## src/logic/sss_defs.svh

```systemverilog
// Purpose: Offsets, field positions and reset values of the signal switch
// Assumes: Included by bare name wherever the numbers are needed
// Notes:   Definitions only
`ifndef SSS_DEFS_SVH
`define SSS_DEFS_SVH

// =====================================================================
// Register byte offsets
`define SSS_ADDR_W        8
`define SSS_OFF_RX_CTRL   8'h00
`define SSS_OFF_TX_CTRL   8'h04
`define SSS_OFF_OUT_SEL   8'h08
`define SSS_OFF_TEST_SEL  8'h0C
`define SSS_OFF_STATUS    8'h10

// =====================================================================
// Field positions
`define SSS_DEC_LSB       0
`define SSS_DEC_MSB       1
`define SSS_MOD_LSB       0
`define SSS_MOD_MSB       1
`define SSS_OUT_LSB       0
`define SSS_OUT_MSB       2
`define SSS_TEST_BIT      0
`define SSS_STAT_RATE_BIT 0
`define SSS_STAT_IN_BIT   1
`define SSS_STAT_OUT_BIT  2

// =====================================================================
// Reset values
`define SSS_DEC_RST       2'h1
`define SSS_MOD_RST       2'h2
`define SSS_OUT_RST       3'h0
`define SSS_TEST_RST      1'h0

// =====================================================================
// Bus encodings
`define SSS_HTRANS_NONSEQ 2'h2
`define SSS_HRESP_OKAY    1'h0
`define SSS_WORD_ZERO     32'h0000_0000

`endif

```

## src/logic/sss_pkg.sv

```systemverilog
// Purpose: Types shared by the signal switch modules
// Assumes: Selector codes as seen by software
// Notes:   Numbers live in sss_defs.svh
package sss_pkg;

   // ==================================================================
   // Selector codes
   typedef enum logic [1:0] {
      SSS_DEC_ZERO      = 2'h0,
      SSS_DEC_ANALOG    = 2'h1,
      SSS_DEC_PIN_SUBC  = 2'h2,
      SSS_DEC_PIN_MANCH = 2'h3
   } sss_dec_src_t;

   typedef enum logic [1:0] {
      SSS_MOD_OFF        = 2'h0,
      SSS_MOD_CW         = 2'h1,
      SSS_MOD_ENCODER    = 2'h2,
      SSS_MOD_PIN_MILLER = 2'h3
   } sss_mod_src_t;

   typedef enum logic [2:0] {
      SSS_OUT_LOW      = 3'h0,
      SSS_OUT_HIGH     = 3'h1,
      SSS_OUT_ENVELOPE = 3'h2,
      SSS_OUT_TX_BITS  = 3'h3,
      SSS_OUT_RX_REGEN = 3'h4,
      SSS_OUT_SUBC_MAN = 3'h5,
      SSS_OUT_RSV6     = 3'h6,
      SSS_OUT_RSV7     = 3'h7
   } sss_out_sel_t;

   // ==================================================================
   // Bundles
   typedef struct packed {
      sss_dec_src_t dec;
      sss_mod_src_t modsrc;
      sss_out_sel_t outsel;
      logic         test_route;
   } sss_sel_t;

   typedef struct packed {
      logic analog_rx;
      logic encoder_env;
      logic tx_bits;
      logic rx_regen;
      logic subc_manch;
      logic test_sig;
   } sss_core_t;

   typedef struct packed {
      logic decoder_in;
      logic modulator;
      logic output_pin;
   } sss_route_t;

endpackage

```

## src/logic/sss_ahb_slave.sv

```systemverilog
// Purpose: AHB-Lite address and data phase tracking for the switch
// Assumes: Zero wait states, single word transfers
// Notes:   Write strobe comes in the data phase, read in the address phase
`timescale 1ns/1ns
`include "sss_defs.svh"
module sss_ahb_slave #(
   parameter int ADDR_W = `SSS_ADDR_W
) (
   // Clock and reset
   input  wire logic              hclk,
   input  wire logic              hresetn,
   // Bus address phase
   input  wire logic              hsel,
   input  wire logic [ADDR_W-1:0] haddr,
   input  wire logic [1:0]        htrans,
   input  wire logic              hwrite,
   input  wire logic              hready,
   // Decoded accesses
   output logic                   wr_en,
   output logic [ADDR_W-1:0]      wr_addr,
   output logic                   rd_en,
   output logic [ADDR_W-1:0]      rd_addr
);
   logic              dp_write_r;
   logic [ADDR_W-1:0] dp_addr_r;
   logic              take_addr;

   generate
      if (ADDR_W < 5) begin : g_bad
         $error("sss_ahb_slave: ADDR_W too small for the map");
      end
   endgenerate

   // Address phase accepted this cycle
   assign take_addr = hsel && hready && (htrans == `SSS_HTRANS_NONSEQ);
   assign rd_en     = take_addr && !hwrite;
   assign rd_addr   = haddr;
   assign wr_en     = dp_write_r;
   assign wr_addr   = dp_addr_r;

   // Remember a pending write for its data phase
   always_ff @(posedge hclk or negedge hresetn) begin
      if (!hresetn) begin
         dp_write_r <= 1'b0;
         dp_addr_r  <= '0;
      end else if (hready) begin
         dp_write_r <= take_addr && hwrite;
         dp_addr_r  <= haddr;
      end
   end
endmodule // sss_ahb_slave

```

## src/logic/sss_route_mux.sv

```systemverilog
// Purpose: Combinational selectors of the serial signal switch
// Assumes: All inputs synchronous to hclk
// Notes:   Result is registered by the top, so no glitch leaves the block
`timescale 1ns/1ns
module sss_route_mux #(
   parameter int N_DRIVE = 2
) (
   // Settings
   input  sss_pkg::sss_sel_t    sel,
   input  wire logic            rate_106a,
   // Sources
   input  sss_pkg::sss_core_t   core,
   input  wire logic            in_pin,
   // Results
   output sss_pkg::sss_route_t  route,
   output logic [N_DRIVE-1:0]   drive
);
   import sss_pkg::*;

   logic pin_ok;

   // Input pin honoured only at the base rate
   assign pin_ok = in_pin && rate_106a;

   // Decoder, modulator and output pin selection
   always_comb begin
      route = '0;
      case (sel.dec)
         SSS_DEC_ZERO:      route.decoder_in = 1'b0;
         SSS_DEC_ANALOG:    route.decoder_in = core.analog_rx;
         SSS_DEC_PIN_SUBC:  route.decoder_in = pin_ok;
         SSS_DEC_PIN_MANCH: route.decoder_in = pin_ok;
         default:           route.decoder_in = 1'b0;
      endcase
      case (sel.modsrc)
         SSS_MOD_OFF:        route.modulator = 1'b0;
         SSS_MOD_CW:         route.modulator = 1'b1;
         SSS_MOD_ENCODER:    route.modulator = core.encoder_env;
         SSS_MOD_PIN_MILLER: route.modulator = pin_ok;
         default:            route.modulator = 1'b0;
      endcase
      if (sel.test_route) begin
         route.output_pin = core.test_sig;
      end else begin
         case (sel.outsel)
            SSS_OUT_LOW:      route.output_pin = 1'b0;
            SSS_OUT_HIGH:     route.output_pin = 1'b1;
            SSS_OUT_ENVELOPE: route.output_pin = core.encoder_env;
            SSS_OUT_TX_BITS:  route.output_pin = core.tx_bits;
            SSS_OUT_RX_REGEN: route.output_pin = core.rx_regen && rate_106a;
            SSS_OUT_SUBC_MAN: route.output_pin = core.subc_manch && rate_106a;
            default:          route.output_pin = 1'b0;
         endcase
      end
   end

   // Same modulation on every antenna drive
   genvar i;
   generate
      for (i = 0; i < N_DRIVE; i++) begin : g_drive
         assign drive[i] = route.modulator;
      end
   endgenerate
endmodule // sss_route_mux

```

## src/logic/sss_switch.sv

```systemverilog
// Purpose: Serial signal switch between coding logic and RF front end
// Assumes: AHB-Lite register access, 100 MHz hclk, synchronous inputs
// Notes:   Every output is a flip-flop
//
// What this block does
// - Decoder input chosen from zero, analog, pin
// - Decoder input resets to analog receiver
// - Modulator source: off, carrier, encoder, pin
// - Modulator source resets to internal encoder
// - Output pin chosen by three-bit code
// - Test route bit overrides output selector
// - Input pin used only at base rate
// - Manchester outputs only at base rate
// - Split setup codes selectable for decoder, modulator and output pin
// - Split setup only at base rate
`timescale 1ns/1ns
`include "sss_defs.svh"
module sss_switch #(
   parameter int N_DRIVE = 2
) (
   // Clock and reset
   input  wire logic                  hclk,
   input  wire logic                  hresetn,
   // AHB-Lite slave
   input  wire logic                  hsel,
   input  wire logic [31:0]           haddr,
   input  wire logic [1:0]            htrans,
   input  wire logic                  hwrite,
   input  wire logic [2:0]            hsize,
   input  wire logic [31:0]           hwdata,
   input  wire logic                  hready,
   output logic [31:0]                hrdata,
   output logic                       hreadyout,
   output logic                       hresp,
   // Internal coding and analog signals
   input  sss_pkg::sss_core_t         core_in,
   input  wire logic                  rate_106a,
   // Switch pins and routed outputs
   input  wire logic                  serial_switch_input_pin,
   output logic                       serial_switch_output_pin,
   output logic                       decoder_input,
   output logic [N_DRIVE-1:0]         antenna_drive
);
   import sss_pkg::*;

   // ==================================================================
   // Declarations
   localparam int AW = `SSS_ADDR_W;

   sss_sel_t            sel_r;
   sss_sel_t            sel_nxt;
   sss_route_t          route;
   logic [N_DRIVE-1:0]  drive;
   logic                wr_en;
   logic [AW-1:0]       wr_addr;
   logic                rd_en;
   logic [AW-1:0]       rd_addr;
   logic [31:0]         rd_val;
   logic [31:0]         hrdata_r;
   logic                hreadyout_r;
   logic                hresp_r;
   logic                out_pin_r;
   logic                dec_in_r;
   logic [N_DRIVE-1:0]  drive_r;

   generate
      if (N_DRIVE < 1) begin : g_bad
         $error("sss_switch: N_DRIVE must be at least one");
      end
   endgenerate

   // ==================================================================
   // Bus slave
   sss_ahb_slave #(
      .ADDR_W (AW)
   ) u_bus (
      .hclk    (hclk),
      .hresetn (hresetn),
      .hsel    (hsel),
      .haddr   (haddr[AW-1:0]),
      .htrans  (htrans),
      .hwrite  (hwrite),
      .hready  (hready),
      .wr_en   (wr_en),
      .wr_addr (wr_addr),
      .rd_en   (rd_en),
      .rd_addr (rd_addr)
   );

   // ==================================================================
   // Selector registers
   // Next selection from a data-phase write
   always_comb begin
      sel_nxt = sel_r;
      if (wr_en) begin
         case (wr_addr)
            `SSS_OFF_RX_CTRL:
               sel_nxt.dec = sss_dec_src_t'(hwdata[`SSS_DEC_MSB:`SSS_DEC_LSB]);
            `SSS_OFF_TX_CTRL:
               sel_nxt.modsrc =
                  sss_mod_src_t'(hwdata[`SSS_MOD_MSB:`SSS_MOD_LSB]);
            `SSS_OFF_OUT_SEL:
               sel_nxt.outsel =
                  sss_out_sel_t'(hwdata[`SSS_OUT_MSB:`SSS_OUT_LSB]);
            `SSS_OFF_TEST_SEL:
               sel_nxt.test_route = hwdata[`SSS_TEST_BIT];
            default: sel_nxt = sel_r;
         endcase
      end
   end

   // Selector storage with documented defaults
   always_ff @(posedge hclk or negedge hresetn) begin
      if (!hresetn) begin
         sel_r.dec        <= sss_dec_src_t'(`SSS_DEC_RST);
         sel_r.modsrc     <= sss_mod_src_t'(`SSS_MOD_RST);
         sel_r.outsel     <= sss_out_sel_t'(`SSS_OUT_RST);
         sel_r.test_route <= `SSS_TEST_RST;
      end else begin
         sel_r <= sel_nxt;
      end
   end

   // ==================================================================
   // Read path
   // Read value uses next selection so a write is seen at once
   always_comb begin
      rd_val = `SSS_WORD_ZERO;
      case (rd_addr)
         `SSS_OFF_RX_CTRL:
            rd_val[`SSS_DEC_MSB:`SSS_DEC_LSB] = sel_nxt.dec;
         `SSS_OFF_TX_CTRL:
            rd_val[`SSS_MOD_MSB:`SSS_MOD_LSB] = sel_nxt.modsrc;
         `SSS_OFF_OUT_SEL:
            rd_val[`SSS_OUT_MSB:`SSS_OUT_LSB] = sel_nxt.outsel;
         `SSS_OFF_TEST_SEL:
            rd_val[`SSS_TEST_BIT] = sel_nxt.test_route;
         `SSS_OFF_STATUS: begin
            rd_val[`SSS_STAT_RATE_BIT] = rate_106a;
            rd_val[`SSS_STAT_IN_BIT]   = serial_switch_input_pin;
            rd_val[`SSS_STAT_OUT_BIT]  = out_pin_r;
         end
         default: rd_val = `SSS_WORD_ZERO;
      endcase
   end

   // Read data captured at address phase, shown in data phase
   always_ff @(posedge hclk or negedge hresetn) begin
      if (!hresetn) begin
         hrdata_r <= `SSS_WORD_ZERO;
      end else if (rd_en) begin
         hrdata_r <= rd_val;
      end
   end

   // Ready from the first clock after reset, always OKAY
   always_ff @(posedge hclk or negedge hresetn) begin
      if (!hresetn) begin
         hreadyout_r <= 1'b0;
         hresp_r     <= `SSS_HRESP_OKAY;
      end else begin
         hreadyout_r <= 1'b1;
         hresp_r     <= `SSS_HRESP_OKAY;
      end
   end

   assign hrdata    = hrdata_r;
   assign hreadyout = hreadyout_r;
   assign hresp     = hresp_r;

   // ==================================================================
   // Routing
   sss_route_mux #(
      .N_DRIVE (N_DRIVE)
   ) u_mux (
      .sel       (sel_r),
      .rate_106a (rate_106a),
      .core      (core_in),
      .in_pin    (serial_switch_input_pin),
      .route     (route),
      .drive     (drive)
   );

   // Routed signals registered so no decode glitch reaches a pin
   always_ff @(posedge hclk or negedge hresetn) begin
      if (!hresetn) begin
         out_pin_r <= 1'b0;
         dec_in_r  <= 1'b0;
         drive_r   <= '0;
      end else begin
         out_pin_r <= route.output_pin;
         dec_in_r  <= route.decoder_in;
         drive_r   <= drive;
      end
   end

   assign serial_switch_output_pin = out_pin_r;
   assign decoder_input            = dec_in_r;
   assign antenna_drive            = drive_r;

   logic first_r;

   // Marks the first cycle after reset release
   always_ff @(posedge hclk or negedge hresetn) begin
      if (!hresetn) begin
         first_r <= 1'b1;
      end else begin
         first_r <= 1'b0;
      end
   end
endmodule // sss_switch

```

## config.mk

```make
export PLATFORM = sky130hd
export DESIGN_NAME = sss_switch
export DESIGN_NICKNAME = d
export VERILOG_FILES = /design/src/logic/sss_pkg.sv /design/src/logic/sss_ahb_slave.sv /design/src/logic/sss_route_mux.sv /design/src/logic/sss_switch.sv
export VERILOG_INCLUDE_DIRS = /design/src /design/src/logic
export SDC_FILE = /design/constraint.sdc
export NUM_CORES = 1
export LEC_CHECK = 0
export BUFFER_PORTS_ARGS = -buffer_cell sky130_fd_sc_hd__buf_4
export CAP_MARGIN = 30
export CELL_PAD_IN_SITES_DETAIL_PLACEMENT = 1
export CELL_PAD_IN_SITES_GLOBAL_PLACEMENT = 1
export CORE_MARGIN = 5
export CORE_UTILIZATION = 23
export CTS_CLUSTER_DIAMETER = 100
export DETAILED_ROUTE_END_ITERATION = 7
export PLACE_DENSITY_LB_ADDON = 0.08
export RECOVER_POWER = 100
export SLEW_MARGIN = 20
export SYNTH_ARGS = -nofsm -noshare
export SYNTH_HDL_FRONTEND = slang
export SYNTH_HIERARCHICAL = 1
export SYNTH_SLANG_ARGS = --single-unit
```

## constraint.sdc

```tcl
create_clock -name hclk -period 2 [get_ports hclk]
set_input_delay 0.4 -clock hclk [delete_from_list [all_inputs] [get_ports hclk]]
set_output_delay 0.4 -clock hclk [all_outputs]
set_load 0.02 [all_outputs]
```

# [After elaboration in Yosys (flattened, before gate mapping)]
# Index checks and enable logic that the tools add are counted.
[word_totals] ff_bits=24 latchBits=0 mem_bits_rw=0 romBits=0 inputBits=82 out_inout_bits=38 elab_cells=55 n_memories=0
[classes] addsub=0 multipliers=0 n_div=0 order_cmp=0 eq_ne=19 shift=0 n_mux=12 bitwise=0 n_reduce_logical=13
[op_table] op="equality test 8 x 4 -> 1 bit, second input constant" count=4
[op_table] op="equality test 8 x 3 -> 1 bit, second input constant" count=2
[op_table] op="logical NOT 8 bit" count=2
[op_table] op="equality test 2 bit, second input constant" count=5
[op_table] op="case mux 1 bit (5 select lines)" count=2
[op_table] op="equality test 8 x 5 -> 1 bit, second input constant" count=1
[op_table] op="two-way mux 8 bit" count=1
[op_table] op="case mux 1 bit (4 select lines)" count=2
[op_table] op="logical AND 1 bit" count=7
[op_table] op="equality test 3 x 2 -> 1 bit, second input constant" count=2
[op_table] op="equality test 3 bit, second input constant" count=2
[op_table] op="equality test 2 x 1 -> 1 bit, second input constant" count=2
[op_table] op="logical NOT 2 bit" count=2
[op_table] op="two-way mux 2 bit" count=2
[op_table] op="equality test 3 x 1 -> 1 bit, second input constant" count=1
[op_table] op="two-way mux 3 bit" count=1
[op_table] op="case mux 1 bit (3 select lines)" count=1
[op_table] op="two-way mux 1 bit" count=2
[op_table] op="case mux 1 bit (2 select lines)" count=1
[op_table] op="OR reduction 2 bit" count=1
[op_table] op="logical NOT 1 bit" count=1

# [Logic depth before layout (Yosys ltp)]
[depth] depth_word=4 depth_mapped=7 depth_no_buf=6

# [By module]
# The synthesis kept the hierarchy.
[by_module_without_submodules] module="sss_switch" n_inst=1 cells_per_inst=109 area_each_um2=1107.3 seq_area_each_um2=402.9
[by_module_without_submodules] module="sss_ahb_slave" n_inst=1 cells_per_inst=31 area_each_um2=446.7 seq_area_each_um2=225.2
[by_module_without_submodules] module="sss_route_mux" n_inst=1 cells_per_inst=17 area_each_um2=98.8 seq_area_each_um2=0.0

# [Least setup slack after synthesis]
# OpenSTA, ideal clock, no wires.
[synth_timing] path_kind="register to register" start="register u_bus.dp_addr_r[4], in the netlist u_bus/wr_addr[4]" end="register hrdata_r[1], in the netlist hrdata[1]" setup_time_ps=124 arrival_time_ps=1898 required_time_ps=1876 setup_slack_ps=-22 path_stages_with_launch=5 n_path_buf=0 synth_period_minus_slack_ps=2022 cell_sequence="dfrtp_1 -> or4b_4 -> nor4_2 -> mux2_2 -> a211o_1"
[synth_rtl] element="start: declaration" line_no="sss_ahb_slave.sv:25" source="logic [ADDR_W-1:0] dp_addr_r;"
[synth_rtl] element="start signal: assignment" line_no="sss_ahb_slave.sv:48" source="dp_addr_r <= haddr;"
[synth_rtl] element="end signal: assignment" line_no="sss_switch.sv:150" source="hrdata_r <= `SSS_WORD_ZERO;"
[synth_rtl] element="end signal: assignment" line_no="sss_switch.sv:152" source="hrdata_r <= rd_val;"
[synth_rtl] element="end: declaration" line_no="sss_switch.sv:59" source="logic [31:0] hrdata_r;"

==> results.sh <==
export IMPL_outcome="finished with violations"
export IMPL_violations="negative setup slack"
export IMPL_min_from="core_in[0]"
export IMPL_start_util_pct=24.0
export IMPL_cp_start_kind="flop"
export IMPL_wl_per_cell_um=15.1
export IMPL_dpl_hpwl_mm=3.53
export IMPL_cts_tree="built"
export IMPL_syn_area_per_cell_um2=10.5
export IMPL_drive_above_1_share_pct=35.4
export IMPL_pin_count=120
export IMPL_setup_viol=6
export IMPL_crit_chain="or4b_4, buf_6, nor4_4, buf_4, mux2_4, a211o_1"
export IMPL_diodes=0
export IMPL_die_area_um2=8950
export IMPL_slew_headroom_pct=4.03
export IMPL_yosys_warnings=6
export IMPL_crit_path_top_delay_cell="or4b_4"
export IMPL_clock_tree_buffer_depth=2
export IMPL_n_fill_cell=820
export IMPL_post_place_ws_ns=-0.230
export IMPL_worstPathRequired_ns=2.18
export IMPL_setup_worst_path_class="flop to flop"
export IMPL_routed_wl_mm=4.45
export IMPL_power_density_nw_per_um2=587
export IMPL_cts_hold_buf=0
export IMPL_cts_root_buffer="clkbuf_8"
export IMPL_hold_violations=0
export IMPL_ir_drop_v=0.000179
export IMPL_drtPass1Iterations=4
export IMPL_worst_path_largest_cell_delay_ns=0.57
export IMPL_tightest_slew_ns=1.44
export IMPL_clk_insertion_delay_late_ns=0.28
export IMPL_syn_area_um2=1650
export IMPL_antenna_found_initial=0
export IMPL_vias=1209
export IMPL_critPathTopFamily="simple AND/OR/NAND/NOR gates"
export IMPL_whs_path_depth=2
export IMPL_end_kind="flop"
export IMPL_die_w_um=94.6
export IMPL_io_buffers=33
export IMPL_htree_num_levels=1
export IMPL_path_buf_inv=2
export IMPL_syn_to_final_growth_pct=20.8
export IMPL_cts_buffers=3
export IMPL_rsz0062_at_grt="yes"
export IMPL_gr_total_overflow=0
export IMPL_grt_pass1_vias=1325
export IMPL_holdWs_ns=0.344
export IMPL_synth_cells=156
export IMPL_cp_max_fo=3
export IMPL_setup_tns_ns=-0.553
export IMPL_grt_max_degree=26
export IMPL_via_per_inst=4.11
export IMPL_cts_sinks=25
export IMPL_gp_congestion=0.712
export IMPL_drv_cap=0
export IMPL_hold_path_class="primary input to flop"
export IMPL_drt_initial_drc_count=34
export IMPL_grtUsageTotal_pct=9.79
export IMPL_hold_path_end="serial_switch_output_pin"
export IMPL_reg2reg_depth=6
export IMPL_reg2reg_setup_slack_ns=-0.17
export IMPL_finalClockSkew_ns=0.00734
export IMPL_drc=0
export IMPL_core_region_area_um2=6870
export IMPL_finalCoreUtilization_pct=28.9
export IMPL_r2r_start="u_bus/wr_addr[6]"
export IMPL_period_needed_ns=2.17
export IMPL_cp_startpoint="u_bus/wr_addr[6]"
export IMPL_row_count=30
export IMPL_clk_pin_slew_ns=0.10
export IMPL_slew_viol_final=0
export IMPL_arrival_ns=2.35
export IMPL_max_freq_mhz=461
export IMPL_fin_ws_ns=-0.170
export IMPL_rr_endpoint="hrdata[1]"
export IMPL_ant_nets=0
export IMPL_p_leak_nw=0.871
export IMPL_fin_crit_sh_pct=108
export IMPL_die_height_um=94.6
export IMPL_fin_nets=281
export IMPL_grt_pass1_wl_mm=6.72
## cells in the final DEF (no fill, tap or decap), drive strengths merged, types with 3 or more instances in the layout
| cell | n |
|---|---|
| buf | 39 |
| conb | 31 |
| dfrtp | 23 |
| mux2 | 16 |
| clkbuf | 15 |
| nand2 | 10 |
| nor4 | 6 |
| a21oi | 5 |
| nand2b | 4 |
| nor3 | 4 |
| o21ai | 4 |
| o22ai | 4 |
| or2b | 3 |
| nand3b | 3 |
| inv | 3 |
| mux2i | 3 |
| nor2b | 3 |
## metrics by stage
stage	area, um^2	instances	power, W
CTS	1970	288	0.00120
floorplan	1760	185	0.000800
finish	1990	294	0.00117
detailed placement	1900	284	0.000865
global placement	1900	284	0.000855
global route	1990	294	0.00123
## state kept, by name (all words and copies together), names as in the netlist
name / cells
antenna_drive: 2
decoder_input: 1
hrdata: 3
hreadyout: 1
sel_r: 8
serial_switch_output_pin: 1
u_bus/wr_addr: 8
u_bus/wr_en: 1
## how the worst max path moves through the flow
stage | cells past startpoint | end | slack, ns
2_1_floorplan | 4 | hrdata[1] | 0.02
3_3_place_gp | 6 | hrdata[1] | -0.30
3_5_place_dp | 6 | hrdata[1] | -0.23
4_1_cts | 5 | hrdata[1] | -0.22
5_1_grt | 6 | hrdata[1] | -0.23
6_report | 6 | hrdata[1] | -0.17
## what timing repair did
item,4_1_cts,5_1_grt
gates resized for setup,3,9
buffers inserted,1,6
pin swaps,7,6
endpoints found under the setup margin,4,10
## layout make-up
type | instances | area [um^2] | area share (%)
Timing Repair Buffer | 51 | 345 | 17.4
Inverter | 3 | 11.3 | 0.566
Sequential cell | 25 | 628 | 31.6
Clock inverter | 1 | 7.51 | 0.378
Clock buffer | 3 | 41.3 | 2.08
Multi-Input combinational cell | 115 | 835 | 42.0
Tap cell | 96 | 120 | 6.04
## metal layers
layer	wire length, um	track usage [%]	vias up	part of all wire, %
met5	0	0	-	0
met4	35	2.16	0	0.79
met3	275	2.31	5	6.2
met2	2360	18.8	38	53
met1	1780	10.8	607	40
li1	-	-	559	-
## power breakdown
part | internal, W | leakage [nW] | switching [W]
Combinational | 0.000101 | 0.542 | 0.000163
Clock | 0.000142 | 0.0217 | 0.000183
Sequential | 0.000545 | 0.308 | 0.0000319
Total | 0.000788 | 0.871 | 0.000378
No activity file was read; power rests on OpenSTA's default activity.
